## src/core/crf_pkg.sv

```systemverilog
// Purpose: Shared constants and types of the core register set
// Assumes: One core clock, synchronous active-high reset
// Notes:   Top pointer keeps only its low seven bits in flops

package crf_pkg;

	// ****************************************
	// Top pointer layout
	// ****************************************
	localparam logic [8:0]  TOP_FIXED     = 9'h003;
	localparam logic [6:0]  TOP_LOW_RESET = 7'h7F;
	localparam logic [6:0]  TOP_LOW_STEP  = 7'h01;
	localparam logic [15:0] TOP_RESET     = 16'h01FF;
	localparam logic [15:0] TOP_LOWEST    = 16'h0180;

	// ****************************************
	// Flag register layout
	// ****************************************
	localparam logic [7:0] FLAG_RESET = 8'hE8;
	localparam logic [2:0] FLAG_ONES  = 3'h7;
	localparam int         FLAG_H     = 4;
	localparam int         FLAG_I     = 3;
	localparam int         FLAG_N     = 2;
	localparam int         FLAG_Z     = 1;
	localparam int         FLAG_C     = 0;

	// ****************************************
	// Other reset values and context lengths
	// ****************************************
	localparam logic [7:0]  ACC_RESET   = 8'h00;
	localparam logic [7:0]  PTR_RESET   = 8'h00;
	localparam logic [15:0] FETCH_RESET = 16'h0000;
	localparam logic [2:0]  CTX_INT_LEN = 3'h5;
	localparam logic [2:0]  CTX_SUB_LEN = 3'h2;
	localparam logic [2:0]  CTX_ONE_LEN = 3'h1;

	// ****************************************
	// Types
	// ****************************************
	typedef enum logic [4:0] {
		CMD_IDLE, CMD_RESULT, CMD_PREFIX, CMD_MASK_SET, CMD_MASK_CLEAR,
		CMD_CARRY_SET, CMD_CARRY_RESET, CMD_CARRY_LOAD, CMD_TOP_RESTORE,
		CMD_TOP_LOAD, CMD_FETCH_STEP, CMD_FETCH_LOAD, CMD_PUSH, CMD_POP,
		CMD_CALL, CMD_RETURN, CMD_INT_ENTRY, CMD_BREAK_ENTRY,
		CMD_SERVICE_RETURN, CMD_TEST
	} crf_cmd_t;

	typedef enum logic [1:0] {SEL_ACC, SEL_PTR, SEL_FLAGS, SEL_NONE} crf_sel_t;

	typedef enum logic [1:0] {ST_IDLE, ST_PUSH, ST_POP_ISSUE, ST_POP_TAKE} crf_state_t;

endpackage

```

## src/core/crf_regs.sv

```systemverilog
// Purpose: Programmer-visible core registers, flags and stack sequencing
// Assumes: Commands come from the decoder on sys_clk; stack RAM reads asynchronously
// Notes:   Commands other than CMD_IDLE are taken only while busy is low
//
// Notes on behaviour
// - Core registers have no data address; reached only through commands.
// - Eight-bit result holder feeds and receives arithmetic and data moves.
// - Two eight-bit pointers serve as index and temporary data storage.
// - After the prefix command the next instruction uses the second pointer.
// - Interrupt entry and return never save or restore the second pointer.
// - Sixteen-bit fetch counter, low and high bytes, holds next address.
// - Flag register bits 7 to 5 read one; event-block flag is one at reset.
// - Flags push and pop as a byte; each flag is testable alone.
// - Add operations set nibble-overflow on carry from bit 3, else clear.
// - Event-block set by entry and mask set; cleared by mask clear, return.
// - Requests during event-block are held pending until it clears.
// - Clearing event-block inside a handler services pending requests at once.
// - Top-bit flag copies bit 7 of every operation result.
// - Null-result flag set when the result is zero, else cleared.
// - Overflow-borrow flag set, reset, and loaded by test, shift, rotate.
// - Top pointer upper nine bits fixed; 128-byte stack.
// - Reset and restore command load top pointer with highest stack address.
// - Push writes then decrements; pop increments then reads.
// - Top pointer wraps at both stack limits without any indication.
// - Interrupt entry pushes five bytes, low fetch byte first; return pops.
// - Call pushes two fetch counter bytes; subroutine return pops them.
// - Load command writes top pointer low seven bits; low byte readable always.

module crf_regs (
	input  wire logic                sys_clk,
	input  wire logic                rst,
	input  wire crf_pkg::crf_cmd_t   cmd,
	input  wire crf_pkg::crf_sel_t   sel,
	input  wire logic [7:0]          dataIn,
	input  wire logic                halfCarryIn,
	input  wire logic                halfCarryUpd,
	input  wire logic                carryIn,
	input  wire logic                carryUpd,
	input  wire logic [15:0]         targetAddr,
	input  wire logic [2:0]          condSel,
	input  wire logic                condNeg,
	input  wire logic                irqReq,
	input  wire logic [7:0]          stackRdData,
	output logic [7:0]               accumulator,
	output logic [7:0]               pointerFirst,
	output logic [7:0]               pointerSecond,
	output logic [7:0]               indexSel,
	output logic [7:0]               flagRegister,
	output logic [15:0]              fetchCounter,
	output logic [15:0]              topPointer,
	output logic                     condTrue,
	output logic                     intGrant,
	output logic                     busy,
	output logic                     stackWrite,
	output logic                     stackRead,
	output logic [15:0]              stackAddr,
	output logic [7:0]               stackWrData
);
	import crf_pkg::*;

	// ****************************************
	// State
	// ****************************************
	typedef struct packed {
		crf_state_t  st;
		crf_cmd_t    op;
		crf_sel_t    sel;
		logic [2:0]  cnt;
		logic [2:0]  len;
		logic        usePtr2;
		logic [7:0]  acc;
		logic [7:0]  ptr1;
		logic [7:0]  ptr2;
		logic [7:0]  idx;
		logic [15:0] pc;
		logic [15:0] tgt;
		logic [4:0]  flags;
		logic [6:0]  top;
		logic        pend;
		logic        grant;
		logic        cond;
		logic        busy;
		logic        wr;
		logic        rd;
		logic [15:0] addr;
		logic [7:0]  wdata;
	} crf_regs_t;

	localparam crf_regs_t REGS_RESET = '{
		st: ST_IDLE, op: CMD_IDLE, sel: SEL_NONE, cnt: 3'h0, len: 3'h0,
		usePtr2: 1'b0, acc: ACC_RESET, ptr1: PTR_RESET, ptr2: PTR_RESET,
		idx: PTR_RESET, pc: FETCH_RESET, tgt: FETCH_RESET,
		flags: FLAG_RESET[4:0], top: TOP_LOW_RESET, pend: 1'b0, grant: 1'b0,
		cond: 1'b0, busy: 1'b0, wr: 1'b0, rd: 1'b0, addr: TOP_RESET,
		wdata: 8'h00
	};

	crf_regs_t r_q;
	crf_regs_t r_d;

	logic       take_d;
	logic [7:0] ccByte;
	logic [2:0] pos;
	logic [7:0] pushByte;

	assign ccByte = {FLAG_ONES, r_q.flags};

	// ****************************************
	// Next state
	// ****************************************
	always_comb begin
		r_d = r_q;
		r_d.wr = 1'b0;
		r_d.rd = 1'b0;
		take_d = 1'b0;
		pos = (r_q.st == ST_POP_TAKE) ? 3'(r_q.len - r_q.cnt - 3'h1) : r_q.cnt;
		// Context byte order, low fetch byte at the first location
		case (pos)
			3'h0: pushByte = r_q.pc[7:0];
			3'h1: pushByte = r_q.pc[15:8];
			3'h2: pushByte = r_q.ptr1;
			3'h3: pushByte = r_q.acc;
			default: pushByte = ccByte;
		endcase
		if (r_q.op == CMD_PUSH) begin
			case (r_q.sel)
				SEL_ACC: pushByte = r_q.acc;
				SEL_PTR: pushByte = r_q.usePtr2 ? r_q.ptr2 : r_q.ptr1;
				default: pushByte = ccByte;
			endcase
		end
		case (r_q.st)
			ST_IDLE: begin
				r_d.op = cmd;
				r_d.sel = sel;
				r_d.tgt = targetAddr;
				r_d.cnt = 3'h0;
				// Push and pop keep the prefix until their sequence ends
				if (cmd != CMD_IDLE && cmd != CMD_PREFIX && cmd != CMD_FETCH_STEP
					&& cmd != CMD_PUSH && cmd != CMD_POP) begin
					r_d.usePtr2 = 1'b0;
				end
				case (cmd)
					CMD_RESULT: begin
						case (sel)
							SEL_ACC: r_d.acc = dataIn;
							SEL_PTR: begin
								if (r_q.usePtr2) begin
									r_d.ptr2 = dataIn;
								end else begin
									r_d.ptr1 = dataIn;
								end
							end
							default: ;
						endcase
						r_d.flags[FLAG_N] = dataIn[7];
						r_d.flags[FLAG_Z] = (dataIn == 8'h00);
						if (halfCarryUpd) begin
							r_d.flags[FLAG_H] = halfCarryIn;
						end
						if (carryUpd) begin
							r_d.flags[FLAG_C] = carryIn;
						end
					end
					CMD_PREFIX: r_d.usePtr2 = 1'b1;
					CMD_MASK_SET: r_d.flags[FLAG_I] = 1'b1;
					CMD_MASK_CLEAR: r_d.flags[FLAG_I] = 1'b0;
					CMD_CARRY_SET: r_d.flags[FLAG_C] = 1'b1;
					CMD_CARRY_RESET: r_d.flags[FLAG_C] = 1'b0;
					CMD_CARRY_LOAD: r_d.flags[FLAG_C] = carryIn;
					CMD_TOP_RESTORE: r_d.top = TOP_LOW_RESET;
					CMD_TOP_LOAD: r_d.top = dataIn[6:0];
					CMD_FETCH_STEP: r_d.pc = 16'(r_q.pc + 16'h0001);
					CMD_FETCH_LOAD: r_d.pc = targetAddr;
					CMD_TEST: r_d.cond = ccByte[condSel] ^ condNeg;
					CMD_PUSH: begin
						r_d.st = ST_PUSH;
						r_d.len = CTX_ONE_LEN;
					end
					CMD_POP: begin
						r_d.st = ST_POP_ISSUE;
						r_d.len = CTX_ONE_LEN;
					end
					CMD_CALL: begin
						r_d.st = ST_PUSH;
						r_d.len = CTX_SUB_LEN;
					end
					CMD_RETURN: begin
						r_d.st = ST_POP_ISSUE;
						r_d.len = CTX_SUB_LEN;
					end
					CMD_INT_ENTRY, CMD_BREAK_ENTRY: begin
						take_d = (cmd == CMD_INT_ENTRY);
						r_d.st = ST_PUSH;
						r_d.len = CTX_INT_LEN;
					end
					CMD_SERVICE_RETURN: begin
						r_d.st = ST_POP_ISSUE;
						r_d.len = CTX_INT_LEN;
					end
					default: ;
				endcase
			end
			ST_PUSH: begin
				r_d.wr = 1'b1;
				r_d.addr = {TOP_FIXED, r_q.top};
				r_d.wdata = pushByte;
				r_d.top = 7'(r_q.top - TOP_LOW_STEP);
				r_d.cnt = 3'(r_q.cnt + 3'h1);
				if (3'(r_q.cnt + 3'h1) == r_q.len) begin
					r_d.st = ST_IDLE;
					r_d.usePtr2 = 1'b0;
					if (r_q.op != CMD_PUSH) begin
						r_d.pc = r_q.tgt;
					end
					if (r_q.op == CMD_INT_ENTRY || r_q.op == CMD_BREAK_ENTRY) begin
						r_d.flags[FLAG_I] = 1'b1;
					end
				end
			end
			ST_POP_ISSUE: begin
				r_d.top = 7'(r_q.top + TOP_LOW_STEP);
				r_d.addr = {TOP_FIXED, 7'(r_q.top + TOP_LOW_STEP)};
				r_d.rd = 1'b1;
				r_d.st = ST_POP_TAKE;
			end
			ST_POP_TAKE: begin
				if (r_q.op == CMD_POP) begin
					case (r_q.sel)
						SEL_ACC: r_d.acc = stackRdData;
						SEL_PTR: begin
							if (r_q.usePtr2) begin
								r_d.ptr2 = stackRdData;
							end else begin
								r_d.ptr1 = stackRdData;
							end
						end
						SEL_FLAGS: r_d.flags = stackRdData[4:0];
						default: ;
					endcase
				end else begin
					case (pos)
						3'h0: r_d.pc[7:0] = stackRdData;
						3'h1: r_d.pc[15:8] = stackRdData;
						3'h2: r_d.ptr1 = stackRdData;
						3'h3: r_d.acc = stackRdData;
						default: r_d.flags = stackRdData[4:0];
					endcase
				end
				r_d.cnt = 3'(r_q.cnt + 3'h1);
				if (3'(r_q.cnt + 3'h1) == r_q.len) begin
					r_d.st = ST_IDLE;
					r_d.usePtr2 = 1'b0;
					if (r_q.op == CMD_SERVICE_RETURN) begin
						r_d.flags[FLAG_I] = 1'b0;
					end
				end else begin
					r_d.st = ST_POP_ISSUE;
				end
			end
			default: r_d.st = ST_IDLE;
		endcase
		// Late request beats the clear of the same cycle
		r_d.pend = (r_q.pend & ~take_d) | irqReq;
		r_d.grant = r_d.pend & ~r_d.flags[FLAG_I] & (r_d.st == ST_IDLE);
		r_d.busy = (r_d.st != ST_IDLE);
		r_d.idx = r_d.usePtr2 ? r_d.ptr2 : r_d.ptr1;
	end

	always_ff @(posedge sys_clk) begin
		if (rst) begin
			r_q <= REGS_RESET;
		end else begin
			r_q <= r_d;
		end
	end

	// ****************************************
	// Outputs, visible only on ports, never in a data map
	// ****************************************
	assign accumulator   = r_q.acc;
	assign pointerFirst  = r_q.ptr1;
	assign pointerSecond = r_q.ptr2;
	assign indexSel      = r_q.idx;
	assign flagRegister  = ccByte;
	assign fetchCounter  = r_q.pc;
	assign topPointer    = {TOP_FIXED, r_q.top};
	assign condTrue      = r_q.cond;
	assign intGrant      = r_q.grant;
	assign busy          = r_q.busy;
	assign stackWrite    = r_q.wr;
	assign stackRead     = r_q.rd;
	assign stackAddr     = r_q.addr;
	assign stackWrData   = r_q.wdata;
endmodule

```

## config.mk

```make
export PLATFORM = sky130hd
export DESIGN_NAME = crf_regs
export DESIGN_NICKNAME = d
export VERILOG_FILES = /design/src/core/crf_pkg.sv /design/src/core/crf_regs.sv
export SDC_FILE = /design/constraint.sdc
export NUM_CORES = 1
export LEC_CHECK = 0
export BUFFER_PORTS_ARGS = -buffer_cell sky130_fd_sc_hd__buf_2
export CORE_MARGIN = 5
export CORE_UTILIZATION = 52
export CTS_BUF_LIST = sky130_fd_sc_hd__clkbuf_8
export CTS_CLUSTER_DIAMETER = 60
export DETAILED_ROUTE_END_ITERATION = 7
export PLACE_DENSITY = 0.76
export RECOVER_POWER = 25
export SETUP_SLACK_MARGIN = 0.05
export SKIP_LAST_GASP = 1
export SYNTH_ARGS = -nofsm -noshare
export SYNTH_HDL_FRONTEND = slang
export SYNTH_SLANG_ARGS = --single-unit
```

## constraint.sdc

```tcl
create_clock -name sys_clk -period 3.8 [get_ports sys_clk]
set_input_delay 0.95 -clock sys_clk [delete_from_list [all_inputs] [get_ports sys_clk]]
set_output_delay 0.95 -clock sys_clk [all_outputs]
set_load 0.1 [all_outputs]
```

==> flow_metrics.py <==
metrics = {
    "yosys": {
        "synth.yosys.warnings": 0,
        "synth_edf_count": 0,
        "synth_cell_type_count": 84,
        "avgSynthCellArea_um2": 8.048,
        "synth_ff_type": "sky130_fd_sc_hd__dfxtp_1",
        "fraction_of_the_mapped_netlist_area_in_compound_gates_pct": 24.61,
        "combinational_family_with_the_most_area_after_synthesis": "compound AO/OA/AOI/OAI gates",
        "synthArstFlopShare_pct": 0,
        "ys_ff_latch": 113,
        "synth_adder_area_share_pct": 2.051,
        "syn-cell-area_mm2": 0.007686,
        "synth_simple_gate_area_share_pct": 20.01,
        "netlist_instances": 955,
        "yosys.area_share.xor_xnor_pct": 3.207,
        "seq_area_frac_synth_pct": 29.43,
        "synthMuxAreaShare_pct": 6.593,
    },
    "worst_setup_path": {
        "cell_count_of_the_worst_reg_to_reg_path": 8,
        "timing.rr.end": "indexSel[5]",
        "crit_path_max_fanout": 26,
        "startpoint_of_the_worst_slack_reg_to_reg_timing_path": "r_q[121]",
        "crit_type": "register to register",
        "reg2reg_setup_slack_ps": 560,
        "worst_ep_required_time_ps": 4140,
        "endpoint_class_of_the_critical_path": "register",
        "worst-endpoint-arrival_ps": 3590,
        "type_of_element_launching_the_critical_path": "register",
    },
    "global_routing": {
        "grt.overflow.total": 0,
        "antenna_found_initial": 0,
        "grt_pass1_wl_um": 36630,
        "largest_net_degree_at_the_start_of_global_routing": 66,
        "grtUsageTotal_pct": 25.72,
        "first_global_vias": 6722,
    },
    "hold_path": {
        "hold-path-endpoint": "stackAddr[3]",
        "timing.hold.worst_path_depth": 1,
        "hold_path_class": "register to register",
        "hp-start": "stackAddr[3]",
    },
    "die": {
        "core_region_area_mm2": 0.01453,
        "die_area_mm2": 0.01731,
        "start_util_pct": 52.88,
        "io-pin-count": 151,
        "die_w_um": 131.6,
        "row_count": 44,
        "die_y_um": 131.6,
    },
    "clock_network": {
        "numCtsBuffers": 17,
        "clk_latency_ps": 460,
        "ctsLongestPathBuffers": 2,
        "cts-hold-fix-buffers": 0,
        "clkTransAtPathRegs_ps": 70,
        "cts_htree_levels": 4,
        "cts_sinks": 113,
        "tritoncts": "yes",
        "post-cts-setup-buffer-count": 0,
        "postCtsResizedCells": 0,
        "cts-root-buf": "sky130_fd_sc_hd__clkbuf_8",
    },
    "detailed_routing": {
        "route.final.wire_length_um": 23380,
        "route.layer.met1.wl_um": 9778,
        "firstDrtPassIters": 8,
        "highest_layer": "met4",
        "drc_errors": 4,
        "routedWlPerCell_um": 19.92,
        "ant_nets": 0,
        "initialDrtViolationCount": 890,
        "via_count": 7352,
        "detailroute.wirelength.met2_um": 10870,
        "routed_via_density": 6.262,
        "met3_length_um": 2243,
    },
    "timing": {
        "sum_of_negative_setup_slack_ps": 0,
        "finalClockSkew_ps": 15.52,
        "fmax_mhz": 308.5,
        "hold_violations": 0,
        "worst_slew_pin_slew_ps": 1251,
        "final_cycle_utilization_of_the_critical_path_pct": 85.30,
        "fin_crit_ps": 3242,
        "timing_max_transition_violations_final": 0,
        "timing.slew.headroom_pct": 16.62,
        "setup_viol": 0,
        "unrepaired_setup_endpoints_after_global_routing": "false",
    },
    "run": {
        "max_cap_violations": 0,
    },
    "power_and_ir_drop": {
        "reg_power_share_pct": 27.0,
        "power_w": 0.006867,
        "p_clk_share_pct": 20.7,
        "switching_share_pct": 52.77,
        "p_leak_nw": 3.352,
        "vdd_drop_max_mv": 0.3770,
        "switching_power_w": 0.003624,
        "power_per_cell_area_mw_per_mm2": 832.9,
        "combPwrFrac_pct": 52.3,
        "power_report.internal_total_w": 0.003244,
    },
    "placed_design": {
        "dpl-instance-area_mm2": 0.007770,
        "place.port_buffers": 129,
        "dp.final_hpwl_um": 16960,
        "gp_weighted_congestion": 0.9624,
    },
    "status": {
        "status": "complete, but fails checks",
        "violations": "design-rule violations",
    },
    "cells_and_area": {
        "area_growth_syn_to_layout_pct": 7.277,
        "post_route_cells_drive_above_1_share_pct": 20.91,
        "nFillCells": 1390,
        "design.final.nets": 1039,
        "antennaDiodeCount": 0,
        "post-route-cell-area_mm2": 0.008245,
    },
}
[per-stage QoR]
| step | setup slack (ps) | util [%] | std cells | hold WS (ps) |
|---|---|---|---|---|
| floorplan | 1142 | - | 974 | 436.8 |
| global placement | 690.6 | 53.46 | 1142 | 446.4 |
| detailed placement | 578.7 | 53.46 | 1142 | 448.9 |
| CTS | 935.5 | 56.87 | 1174 | 465.0 |
| global route | 403.7 | 56.73 | 1174 | 480.6 |
| finish | 558.5 | 56.73 | 1174 | 462.5 |
[layer usage]
metal | up-vias | GRT usage (%)
met5 | - | 0
met4 | 0 | 8.057
met3 | 55 | 7.301
met2 | 415 | 40.77
met1 | 3471 | 33.98
li1 | 3411 | -
[cells by family (layout without fill, tap and decap cells)]
kind of cell	after synthesis	after routing
AND/OR/NAND/NOR	302	302
AO/OA/AOI/OAI	269	269
buffers and inverters	184	200
flip-flops	113	113
multiplexers	48	48
XOR/XNOR	25	25
adder cells (fa/ha/maj)	12	12
other	2	21
[worst max-delay path by stage]
stage | startpoint | endpoint | slack [ps] | cells past startpoint
after floorplan | cmd[3] | indexSel[0] | 1140 | 4
after global placement | cmd[1] | fetchCounter[7] | 690 | 7
after detailed placement | cmd[1] | fetchCounter[8] | 580 | 7
after CTS | r_q[121] | indexSel[1] | 940 | 9
after global routing | r_q[121] | indexSel[6] | 400 | 8
final | r_q[121] | indexSel[5] | 560 | 8
[power by group through the flow]
stage / combinational (W) / clock, W / sequential [W]
after detailed placement: 0.00357 / 0 / 0.00186
after CTS: 0.00359 / 0.00143 / 0.00183
after global placement: 0.00354 / 0 / 0.00185
after global routing: 0.00380 / 0.00149 / 0.00188
final: 0.00359 / 0.00142 / 0.00186
after floorplan: 0.00329 / 0 / 0.00175
[placed cells by master, fill, tap and decap left out, types with 8 or more instances in the layout]
cell type	instances
sky130_fd_sc_hd__conb_1	21
sky130_fd_sc_hd__a31oi_1	10
sky130_fd_sc_hd__and3_1	11
sky130_fd_sc_hd__o31ai_1	8
sky130_fd_sc_hd__xor2_1	16
sky130_fd_sc_hd__nor2_1	98
sky130_fd_sc_hd__o21ai_0	47
sky130_fd_sc_hd__a221oi_1	19
sky130_fd_sc_hd__dfxtp_1	113
sky130_fd_sc_hd__buf_2	117
sky130_fd_sc_hd__mux2_2	11
sky130_fd_sc_hd__nor2b_1	17
sky130_fd_sc_hd__a22oi_1	13
sky130_fd_sc_hd__a21oi_1	67
sky130_fd_sc_hd__a211o_1	9
sky130_fd_sc_hd__nand2b_1	12
sky130_fd_sc_hd__a21oi_2	8
sky130_fd_sc_hd__nand4_1	9
sky130_fd_sc_hd__clkbuf_1	12
sky130_fd_sc_hd__buf_4	15
sky130_fd_sc_hd__inv_1	25
sky130_fd_sc_hd__nor3_1	22
sky130_fd_sc_hd__a211oi_1	21
sky130_fd_sc_hd__mux2i_1	36
sky130_fd_sc_hd__a2111oi_0	9
sky130_fd_sc_hd__nand2_1	64
sky130_fd_sc_hd__ha_1	11
sky130_fd_sc_hd__nand3_1	21
sky130_fd_sc_hd__clkbuf_8	21
[cell type report]
class | count | area (um^2) | share of cell area, %
clock inverters | 11 | 206.4 | 2.504
inverters | 24 | 90.09 | 1.093
repair buffers | 144 | 743.2 | 9.014
clock buffers | 21 | 289.0 | 3.505
flip-flops and latches | 113 | 2262 | 27.44
well taps | 184 | 230.2 | 2.792
multi-input cells | 677 | 4424 | 53.66
[sequential cells by signal (all words and copies together), names as in the netlist]
signal         count
r_q               33
intGrant           1
pointerSecond      8
stackAddr          7
indexSel           8
fetchCounter      16
stackWrite         1
busy               1
flagRegister       5
condTrue           1
stackWrData        8
topPointer         7
accumulator        8
pointerFirst       8
stackRead          1
[worst max-delay path: stages (launching register included)]
cell                       delay [ps]
sky130_fd_sc_hd__dfxtp_1          370
sky130_fd_sc_hd__inv_1            130
sky130_fd_sc_hd__ha_1             210
sky130_fd_sc_hd__clkbuf_1         930
sky130_fd_sc_hd__or2_0            580
sky130_fd_sc_hd__nand3_1          170
sky130_fd_sc_hd__o311ai_2         120
sky130_fd_sc_hd__buf_4            230
sky130_fd_sc_hd__mux2_2           360
[synthesized netlist by cell type (all sizes together) (9+ instances only)]
master	count	area share, %
a31oi	10	0.81
a21oi	75	5.3
and3	11	0.90
clkbuf	42	2.1
nand2	64	3.1
mux2i	36	4.7
buf	118	11
a211o	9	1.0
nand4	9	0.73
ha	11	1.8
nand2b	12	0.98
mux2	11	1.6
a22oi	13	1.3
inv	24	1.2
dfxtp	113	29
a211oi	21	2.1
nor2b	17	1.4
xor2	16	1.8
o21ai	49	3.2
nand3	21	1.4
a221oi	26	3.5
a2111oi	10	1.2
nor3	22	1.4
nor2	99	5.0
Note: power is estimated with default switching activity, not from simulation.
